File: config.mk
export PLATFORM = sky130hd
export DESIGN_NAME = awt_wake_timer
export DESIGN_NICKNAME = d
export VERILOG_FILES = /design/src/rtl/awt_pkg.sv /design/src/rtl/awt_wake_timer.sv
export SDC_FILE = /design/constraint.sdc
export NUM_CORES = 1
export LEC_CHECK = 0
export ABC_CLOCK_PERIOD_IN_PS = 2200
export BUFFER_PORTS_ARGS = -buffer_cell sky130_fd_sc_hd__buf_2
export CORE_ASPECT_RATIO = 0.6
export CORE_MARGIN = 10
export CORE_UTILIZATION = 45
export CTS_BUF_LIST = sky130_fd_sc_hd__clkbuf_2
export CTS_CLUSTER_DIAMETER = 30
export DETAILED_ROUTE_END_ITERATION = 6
export PLACE_DENSITY = 0.81
export SLEW_MARGIN = 0
export SYNTH_ARGS = -nofsm -noshare
export SYNTH_HDL_FRONTEND = slang
export SYNTH_SLANG_ARGS = --single-unit
File: constraint.sdc
create_clock -name core_clk_i -period 2.2 [get_ports core_clk_i]
set_input_delay 0.22 -clock core_clk_i [delete_from_list [all_inputs] [get_ports core_clk_i]]
set_output_delay 0.22 -clock core_clk_i [all_outputs]
set_load 0.1 [all_outputs]
File: src/rtl/awt_pkg.sv
// Package with constants and types of the auto wake-up from halt timer.
package awt_pkg;

    // ------------------------------------------------------------------
    // Register indices and byte addresses
    // ------------------------------------------------------------------
    localparam logic [7:0]  AWT_IDX_PRESCALE    = 8'h49;
    localparam logic [7:0]  AWT_IDX_CTRL_STATUS = 8'h4A;
    localparam logic [7:0]  AWT_IDX_IRQ_STATUS  = 8'h4B;
    localparam logic [7:0]  AWT_IDX_IRQ_MASK    = 8'h4C;
    localparam logic [11:0] AWT_ADDR_PRESCALE    = {2'h0, AWT_IDX_PRESCALE, 2'h0};
    localparam logic [11:0] AWT_ADDR_CTRL_STATUS = {2'h0, AWT_IDX_CTRL_STATUS, 2'h0};
    localparam logic [11:0] AWT_ADDR_IRQ_STATUS  = {2'h0, AWT_IDX_IRQ_STATUS, 2'h0};
    localparam logic [11:0] AWT_ADDR_IRQ_MASK    = {2'h0, AWT_IDX_IRQ_MASK, 2'h0};

    // ------------------------------------------------------------------
    // Field positions and reset values
    // ------------------------------------------------------------------
    localparam int          AWT_BIT_ENABLE   = 0;
    localparam int          AWT_BIT_MEASURE  = 1;
    localparam int          AWT_BIT_FLAG     = 2;
    localparam int          AWT_IRQ_WAKE     = 0;
    localparam int          AWT_IRQ_EARLY    = 1;
    localparam int          AWT_IRQ_WDG      = 2;
    localparam logic [7:0]  AWT_RST_PRESCALE = 8'hFF;
    localparam logic [7:0]  AWT_RST_CTRL     = 8'h00;
    localparam logic [2:0]  AWT_RST_IRQ      = 3'h0;
    localparam logic [7:0]  AWT_PRESCALE_BAD = 8'h00;
    localparam logic [7:0]  AWT_HALT_OPCODE  = 8'h8E;

    // ------------------------------------------------------------------
    // Timing
    // ------------------------------------------------------------------
    localparam logic [5:0]  AWT_DIV_LAST      = 6'h3F;
    localparam int          AWT_STAB_CYCLES   = 64;
    localparam int          AWT_CLK_PERIOD_NS = 50;
    localparam int          AWT_RC_START_NS   = 10000;
    localparam int          AWT_RC_START_CYC  = (AWT_RC_START_NS + AWT_CLK_PERIOD_NS - 1) / AWT_CLK_PERIOD_NS;

    // ------------------------------------------------------------------
    // Types
    // ------------------------------------------------------------------
    typedef enum logic [2:0] {
        AWT_RUN        = 3'h0,
        AWT_RC_START   = 3'h1,
        AWT_COUNT      = 3'h3,
        AWT_STAB       = 3'h2,
        AWT_HALT_PLAIN = 3'h6
    } awt_state_type;

    typedef struct packed {
        logic        psel;
        logic        penable;
        logic        pwrite;
        logic [11:0] paddr;
        logic [31:0] pwdata;
    } awt_apb_req_type;

endpackage

File: src/rtl/awt_wake_timer.sv
// Auto wake-up from halt timer with APB register access.
// Notes on behaviour
// [RULE1] Halt with enable set enters timed halt wake.
// [RULE2] Entry starts RC oscillator, divider, then prescaler.
// [RULE3] Halt lasts 64 times prescale RC periods plus startup.
// [RULE4] Expiry sets flag, interrupt, oscillator, 64-cycle wait.
// [RULE5] After stabilisation resume at wake interrupt vector.
// [RULE6] Reading control register clears flag and interrupt.
// [RULE7] Flag bit 2 is read only.
// [RULE8] Measure bit routes RC clock to capture.
// [RULE9] Enable bit 0 is software controlled.
// [RULE10] Control bits 7 to 3 read zero.
// [RULE11] Prescale value is the dividing factor, 00h forbidden.
// [RULE12] Writing 00h keeps the previous prescale value.
// [RULE13] Reset values FFh prescale, 00h control.
// [RULE14] Reset or any halt-exit interrupt ends the mode.
// [RULE15] Entry clears the interrupt mask bit.
// [RULE16] Main oscillator and peripheral clocks stop in halt.
// [RULE17] Watchdog halt option may turn halt into reset.
// [RULE18] Opcode 8Eh decodes as halt.
// [RULE19] Divider and prescaler restart on each entry.
module awt_wake_timer
    import awt_pkg::*;
#(
    parameter int RC_START_CYCLES = AWT_RC_START_CYC
) (
    // Clock and reset
    input  wire logic            core_clk_i,
    input  wire logic            nrst_i,
    // APB slave
    input  wire awt_apb_req_type apb_req_i,
    output logic [31:0]          prdata_o,
    output logic                 pready_o,
    output logic                 pslverr_o,
    // CPU core
    input  wire logic [7:0]      fetch_opcode_i,
    input  wire logic            fetch_valid_i,
    input  wire logic            halt_exit_irq_i,
    output logic                 cpu_run_o,
    output logic                 irq_mask_clear_o,
    output logic                 wake_irq_o,
    output logic                 wake_vector_o,
    // Watchdog and option
    input  wire logic            watchdog_enabled_i,
    input  wire logic            watchdog_halt_option_i,
    output logic                 watchdog_reset_o,
    // Clocks and oscillators
    input  wire logic            rc_clk_i,
    output logic                 rc_osc_en_o,
    output logic                 main_osc_en_o,
    output logic                 periph_clk_en_o,
    output logic                 lt_capture_o,
    // Interrupt
    output logic                 irq_o
);

    // ------------------------------------------------------------------
    // Declarations
    // ------------------------------------------------------------------
    awt_state_type state;
    awt_state_type next_state;
    logic [7:0]    prescale;
    logic          timer_enable;
    logic          osc_measure;
    logic          event_flag;
    logic [2:0]    irq_status;
    logic [2:0]    irq_mask;
    logic          rc_clk_q;
    logic [5:0]    div_cnt;
    logic [7:0]    presc_cnt;
    logic [15:0]   start_cnt;
    logic [6:0]    stab_cnt;
    logic          woke_by_timer;
    logic [31:0]   next_prdata;

    // ------------------------------------------------------------------
    // Bus decode
    // ------------------------------------------------------------------
    wire setup_phase  = apb_req_i.psel & ~apb_req_i.penable;
    wire access_phase = apb_req_i.psel & apb_req_i.penable;
    wire sel_prescale = apb_req_i.paddr == AWT_ADDR_PRESCALE;
    wire sel_ctrl     = apb_req_i.paddr == AWT_ADDR_CTRL_STATUS;
    wire sel_irq_st   = apb_req_i.paddr == AWT_ADDR_IRQ_STATUS;
    wire sel_irq_mask = apb_req_i.paddr == AWT_ADDR_IRQ_MASK;
    wire sel_any      = sel_prescale | sel_ctrl | sel_irq_st | sel_irq_mask;
    wire wr_access    = access_phase & apb_req_i.pwrite & sel_any;
    wire wr_prescale  = wr_access & sel_prescale;
    wire wr_ctrl      = wr_access & sel_ctrl;
    wire wr_irq_st    = wr_access & sel_irq_st;
    wire wr_irq_mask  = wr_access & sel_irq_mask;
    wire rd_ctrl      = access_phase & ~apb_req_i.pwrite & sel_ctrl;
    wire [7:0] wbyte  = apb_req_i.pwdata[7:0];
    wire prescale_ok  = wbyte != AWT_PRESCALE_BAD;    // see [RULE12]

    // Control byte with reserved bits at zero.
    wire [7:0] ctrl_byte = {5'h00, event_flag, osc_measure, timer_enable};    // see [RULE10]

    assign pready_o = 1'b1;

    // ------------------------------------------------------------------
    // Halt decode and mode selection
    // ------------------------------------------------------------------
    wire halt_exec   = fetch_valid_i & (fetch_opcode_i == AWT_HALT_OPCODE) & (state == AWT_RUN);    // see [RULE18]
    wire wdg_trip    = halt_exec & watchdog_enabled_i & ~watchdog_halt_option_i;    // see [RULE17]
    wire enter_timed = halt_exec & ~wdg_trip & timer_enable;    // see [RULE1]
    wire enter_plain = halt_exec & ~wdg_trip & ~timer_enable;

    // ------------------------------------------------------------------
    // Wake counting
    // ------------------------------------------------------------------
    wire       rc_rise     = rc_clk_i & ~rc_clk_q;
    wire       div_tick    = (state == AWT_COUNT) & rc_rise & (div_cnt == AWT_DIV_LAST);    // see [RULE2]
    wire [7:0] presc_plus  = presc_cnt + 8'h01;
    wire       expire      = div_tick & (presc_plus == prescale);    // see [RULE3] [RULE11]
    wire       start_done  = start_cnt == 16'(RC_START_CYCLES - 1);
    wire       stab_done   = stab_cnt == 7'(AWT_STAB_CYCLES - 1);
    wire       early_wake  = halt_exit_irq_i & ((state == AWT_RC_START) | (state == AWT_COUNT));    // see [RULE14]
    wire       plain_wake  = halt_exit_irq_i & (state == AWT_HALT_PLAIN);

    // ------------------------------------------------------------------
    // Next state
    // ------------------------------------------------------------------
    always_comb begin
        next_state = state;
        case (state)
            AWT_RUN: begin
                if (enter_timed) begin
                    next_state = AWT_RC_START;
                end else if (enter_plain) begin
                    next_state = AWT_HALT_PLAIN;
                end
            end
            AWT_RC_START: begin
                if (early_wake) begin
                    next_state = AWT_STAB;
                end else if (start_done) begin
                    next_state = AWT_COUNT;
                end
            end
            AWT_COUNT: begin
                if (early_wake | expire) begin
                    next_state = AWT_STAB;    // see [RULE4]
                end
            end
            AWT_STAB: begin
                if (stab_done) begin
                    next_state = AWT_RUN;
                end
            end
            AWT_HALT_PLAIN: begin
                if (plain_wake) begin
                    next_state = AWT_STAB;
                end
            end
            default: begin
                next_state = AWT_RUN;
            end
        endcase
    end

    // ------------------------------------------------------------------
    // Read data mux
    // ------------------------------------------------------------------
    always_comb begin
        next_prdata = 32'h0000_0000;
        case (1'b1)
            sel_prescale: next_prdata = {24'h000000, prescale};
            sel_ctrl:     next_prdata = {24'h000000, ctrl_byte};
            sel_irq_st:   next_prdata = {29'h00000000, irq_status};
            sel_irq_mask: next_prdata = {29'h00000000, irq_mask};
            default:      next_prdata = 32'h0000_0000;
        endcase
    end

    // ------------------------------------------------------------------
    // State and counters
    // ------------------------------------------------------------------
    always_ff @(posedge core_clk_i or negedge nrst_i) begin
        if (!nrst_i) begin
            state    <= AWT_RUN;
            rc_clk_q <= 1'b0;
        end else begin
            state    <= next_state;
            rc_clk_q <= rc_clk_i;
        end
    end

    always_ff @(posedge core_clk_i or negedge nrst_i) begin
        if (!nrst_i) begin
            div_cnt   <= 6'h00;
            presc_cnt <= 8'h00;
        end else if (state != AWT_COUNT) begin
            div_cnt   <= 6'h00;    // see [RULE19]
            presc_cnt <= 8'h00;
        end else if (rc_rise) begin
            div_cnt <= div_cnt + 6'h01;
            if (div_cnt == AWT_DIV_LAST) begin
                presc_cnt <= presc_plus;
            end
        end
    end

    always_ff @(posedge core_clk_i or negedge nrst_i) begin
        if (!nrst_i) begin
            start_cnt <= 16'h0000;
        end else if (state == AWT_RC_START) begin
            start_cnt <= start_cnt + 16'h0001;    // see [RULE3]
        end else begin
            start_cnt <= 16'h0000;
        end
    end

    always_ff @(posedge core_clk_i or negedge nrst_i) begin
        if (!nrst_i) begin
            stab_cnt <= 7'h00;
        end else if (state == AWT_STAB) begin
            stab_cnt <= stab_cnt + 7'h01;    // see [RULE4]
        end else begin
            stab_cnt <= 7'h00;
        end
    end

    always_ff @(posedge core_clk_i or negedge nrst_i) begin
        if (!nrst_i) begin
            woke_by_timer <= 1'b0;
        end else if (expire) begin
            woke_by_timer <= 1'b1;
        end else if (state == AWT_RUN) begin
            woke_by_timer <= 1'b0;
        end
    end

    // ------------------------------------------------------------------
    // Registers
    // ------------------------------------------------------------------
    always_ff @(posedge core_clk_i or negedge nrst_i) begin
        if (!nrst_i) begin
            prescale <= AWT_RST_PRESCALE;    // see [RULE13]
        end else if (wr_prescale & prescale_ok) begin
            prescale <= wbyte;    // see [RULE11] [RULE12]
        end
    end

    always_ff @(posedge core_clk_i or negedge nrst_i) begin
        if (!nrst_i) begin
            timer_enable <= AWT_RST_CTRL[AWT_BIT_ENABLE];    // see [RULE13]
            osc_measure  <= AWT_RST_CTRL[AWT_BIT_MEASURE];
        end else if (wr_ctrl) begin
            timer_enable <= wbyte[AWT_BIT_ENABLE];    // see [RULE9]
            osc_measure  <= wbyte[AWT_BIT_MEASURE];
        end
    end

    // Flag ignores writes; set wins over the clearing read.
    always_ff @(posedge core_clk_i or negedge nrst_i) begin
        if (!nrst_i) begin
            event_flag <= AWT_RST_CTRL[AWT_BIT_FLAG];
        end else if (expire) begin
            event_flag <= 1'b1;    // see [RULE4] [RULE7]
        end else if (rd_ctrl) begin
            event_flag <= 1'b0;    // see [RULE6]
        end
    end

    wire [2:0] irq_set = {wdg_trip, early_wake, expire};

    always_ff @(posedge core_clk_i or negedge nrst_i) begin
        if (!nrst_i) begin
            irq_status <= AWT_RST_IRQ;
            irq_mask   <= AWT_RST_IRQ;
        end else begin
            irq_status <= irq_set | (irq_status & ~(wr_irq_st ? wbyte[2:0] : 3'h0));
            if (wr_irq_mask) begin
                irq_mask <= wbyte[2:0];
            end
        end
    end

    always_ff @(posedge core_clk_i or negedge nrst_i) begin
        if (!nrst_i) begin
            prdata_o  <= 32'h0000_0000;
            pslverr_o <= 1'b0;
        end else if (setup_phase) begin
            prdata_o  <= next_prdata;
            pslverr_o <= ~sel_any;
        end
    end

    // ------------------------------------------------------------------
    // Core-facing outputs
    // ------------------------------------------------------------------
    always_ff @(posedge core_clk_i or negedge nrst_i) begin
        if (!nrst_i) begin
            irq_mask_clear_o <= 1'b0;
            watchdog_reset_o <= 1'b0;
            wake_vector_o    <= 1'b0;
            lt_capture_o     <= 1'b0;
        end else begin
            irq_mask_clear_o <= enter_timed | enter_plain;    // see [RULE15]
            watchdog_reset_o <= wdg_trip;    // see [RULE17]
            wake_vector_o    <= (state == AWT_STAB) & stab_done & woke_by_timer & event_flag;    // see [RULE5]
            lt_capture_o     <= (state == AWT_RUN) & osc_measure & rc_clk_i;    // see [RULE8]
        end
    end

    assign wake_irq_o      = event_flag;    // see [RULE4] [RULE6]
    assign cpu_run_o       = state == AWT_RUN;
    assign main_osc_en_o   = (state == AWT_RUN) | (state == AWT_STAB);    // see [RULE16]
    assign periph_clk_en_o = state == AWT_RUN;    // see [RULE16]
    assign rc_osc_en_o     = (state == AWT_RC_START) | (state == AWT_COUNT)
                           | ((state == AWT_RUN) & osc_measure);    // see [RULE2] [RULE8]
    assign irq_o           = |(irq_status & irq_mask);

endmodule

==> out/results.env <==
NUMBER_OF_ANTENNA_VIOLATIONS_AT_THE_FIRST_CHECK_IN_GLOBAL_ROUTING=0
FINISH.INSTANCE_AREA_SQ_UM=4440
FINAL.SETUP.WORST_SLACK_PS=89.3
WORST-SLEW-PIN-TRANSITION_PS=562
NNETSFINAL=531
R2R_START='state[1]'
EFFECTIVE_UTILIZATION_AT_FLOORPLAN_PCT=47.3
RRSETUPSLACK_PS=210
ROUTE.VIAS.TOTAL=3032
GR-USAGE-ALL-LAYERS_PCT=14.1
POST_SYNTH_NUM_CELL_TYPES=53
CTS.HTREE.LEVELS=3
FINALCRITICALPERIOD_PS=2110
FINALWIRELENGTH_MM=9.03
MIN_FROM='apb_req_i[35]'
FINAL-SETUP-VIOL-COUNT=0
WORST_SKEW_PAIR.LATE_LATENCY_PS=550
SLEW_VIOL_FINAL=0
SYNTH-WARNING-COUNT=0
PERIOD_SHARE_PCT=95.9
VDD.IR_DROP.WORST_mV=0.529
SYNTH-SEQ-AREA-SHARE_PCT=47.5
ROUTED_VIA_DENSITY=5.24
AREAGROWTHSYNTHTOFINISH_PCT=16.5
SYNTH_EDF_COUNT=0
PLACED_CELL_AREA_SQ_UM=4150
YOSYS-TOP-CELLS-AREA='dfrtp_1 42%, dfstp_2 5.5%, buf_4 5.1%'
TIMING.CRITICAL_PATH.TO_TYPE='primary output'
VIA_COUNT_OF_THE_FIRST_GLOBAL_ROUTING_PASS=3034
POWER_DENSITY_nW_PER_UM2=686
DRT_PASS1_ITERATIONS=5
STARTPOINT_TYPE='flip-flop'
PRECTSSETUPSLACK_PS=165
CRITICAL_PATH.MAX_FANOUT=5
PATH_BUF_INV=3
MAXIMUM_NUMBER_OF_PINS_ON_ONE_NET_BEFORE_GLOBAL_ROUTE_REPAIR=73
CRITPATHTOPFAMILY='buffers and inverters'
ANT_NETS=0
FLOORPLAN.DIE.HEIGHT_UM=91.3
CRITICALPATHCATEGORY='reg2out'
SETUP_TOTAL_NEGATIVE_SLACK_PS=0
SYNTH_ASYNC_SR_FLOP_SHARE_PCT=100
LAYOUT.FILLER_CELLS=717
AVERAGE_INSTANCE_AREA_AFTER_SYNTHESIS_SQ_UM=9.80
GLOBAL_ROUTE_WIRE_LENGTH_BEFORE_REPAIR_MM=15.1
RR_WORST_DEPTH=5
TOTAL_LEAKAGE_POWER_uW=0.00199
SYN-CELL-AREA_SQ_UM=3810
CRITPATHSLOWESTCELL='dfrtp_1'
CTS-ROOT-TO-SINK-BUFFERS=2
PLACE.DETAILED.HPWL_MM=6.68
MIN-DELAY-PATH-CLASS='in2reg'
CRITICAL_PATH.CELL_CHAIN='or3_4 > buf_4 > clkinvlp_4 > buf_12'
YOSYS.AREA.TOP_TYPE_SHARE_PCT=42.0
INSERTED_CLOCK_BUFFERS=9
WORST-ENDPOINT-ARRIVAL_PS=1890
HOLD-PATH-CELL-COUNT=3
MAX_FREQ_GHz=0.474
CTSROOTBUFFERMASTER='clkbuf_2'
GRT_OVERFLOW_TOTAL=0
MIN_DELAY_WORST_ENDPOINT='irq_status[2]'
REGTOREGENDPOINT='state[2]'
CRITPATHMAXSTAGEDELAY_PS=430
POST-SYNTH-TOP-COUNT-CELL='dfrtp_1'
CLOCK-SINKS=72
OUTCOME='finished clean'
SETUP.WORST_PATH.START='state[1]'
POST-LAYOUT-TOTAL-POWER_uW=3050
FP-ROW-COUNT=25
FINALWEIGHTEDCONGESTION=0.932
PORT-BUFFER-COUNT=56
TIMING.MAX_SLEW.REL_SLACK_PCT=62.5
SYNTH_SEQ_CELLS=72
WL_PER_CELL_UM=15.6
LAYOUT_CELLS_SIZED_ABOVE_1_PCT=23.8
PLACEABLE_CORE_REGION_SQ_UM=8070
DETAIL_ROUTE.ITER0.VIOLATIONS=178
CLOCK_SKEW_PS=35.6
SYNTH_CELLS=389
CTS.REPORTEDPATHS.CLKPINSLEW_PS=220
DOMINANTREGCELLSYNTH='dfrtp_1'
YS_TOP_CELLS_BY_COUNT='64 x dfrtp_1, 48 x nor2_1, 36 x nand2_1'
MAX-CAP-VIOLATIONS=0
FLOORPLAN.DIE_AREA_SQ_UM=12700
FIN_HOLD_VIOLS=0
DETAIL_ROUTE.DRC_VIOLATIONS=0
TRITONCTS_CLOCK_TREE='built'
CP_DATA_REQUIRED_TIME_PS=1980
NUM_IO_PINS=106
SYNTH.LARGEST_AREA_CELL='dfrtp_1'
DIE_W_UM=139
cells by family (layout without fill, tap and decap cells):
kind of cell	count (synthesis)	after routing	synth area share (%)
xor gates and xnor gates	37	37	8.50
other	2	26	0.197
AOI/OAI and AO/OA	50	50	9.12
muxes	13	13	3.90
buffers and inverters	47	105	7.78
adders and majority gates	4	4	1.31
DFF	72	72	47.5
and+or+nand+nor	164	164	21.7
worst max path at each step:
stage / end / slack, ps / cells past startpoint
global route: cpu_run_o / -7 / 4
global placement: state[0] / 230 / 6
detailed placement: irq_status[0] / 170 / 5
floorplan: state[2] / 160 / 8
CTS: cpu_run_o / -40 / 4
finish: cpu_run_o / 90 / 4
worst reg2reg max path, cell delays in order, from the launching register on:
cell      delay [ps]
dfrtp_1          430
or3_4            420
nor4_4           300
and2_1           300
o211ai_2         130
mux2_4           310
registers in the layout, summed over array words and instances (netlist names), 3 cells and up:
register	count
stab_cnt	7
prdata_o	8
irq_mask	3
presc_cnt	8
div_cnt	6
start_cnt	16
state	3
irq_status	3
prescale	8
metrics by stage:
stage | cells | hold WS, ps | utilization [%]
after floorplan | 412 | -75.6 | -
after global placement | 547 | 275 | 51.4
after detailed placement | 547 | 275 | 51.4
after CTS | 578 | 3.59 | 54.5
after global routing | 578 | 8.51 | 55.0
final | 579 | 32.7 | 55.1
cell usage in the layout (no fill, tap or decap), types with 4 or more instances in the layout:
cell and n:
dlygate4sd3_1 15, nor4_1 4, o21ai_0 7, and3_1 6, xor2_1 22, nor2b_1 5
conb_1 25, a21o_1 4, nand4_1 11, ha_1 4, nand2b_1 8, mux2_2 9
dfstp_2 8, buf_2 53, o21ai_1 5, or3_1 8, inv_1 6, nor2_1 47
nand2_1 36, clkinvlp_4 4, dfrtp_1 64, clkbuf_2 9, nand3_1 16, xnor2_1 15
nor3_1 4, a21oi_1 9, buf_4 10, a32o_1 4
layout make-up:
type	count	area (sq um)	share of cell area, %
flip-flops and latches	72	1810	40.8
clock inverters	7	46.3	1.04
well taps	108	135	3.04
inverters	7	30.0	0.676
clock buffers	9	45.0	1.01
multi-input cells	293	1820	40.9
repair buffers	82	558	12.6
diodes	1	2.50	0.0563
power breakdown:
part | switching [uW] | total (uW) | internal (uW)
Sequential | 29.5 | 1400 | 1370
Clock | 499 | 644 | 144
Combinational | 718 | 1010 | 289
routing by layer:
metal  up-vias  GRT usage, %  wire length, um
met3        12          4.63              599
met4         0          3.81              116
met1      1463          18.2             4100
met2       103          22.4             4210
met5         -             0                0
li1       1454             -                -
what timing repair did:
action                                  CTS  global route
gates resized for setup                   2            10
setup buffers                             0             0
endpoints found under the setup margin    2             6
hold buffers                             15             0
hold endpoints to repair                 90             0
(Power assumes the default switching activity.)
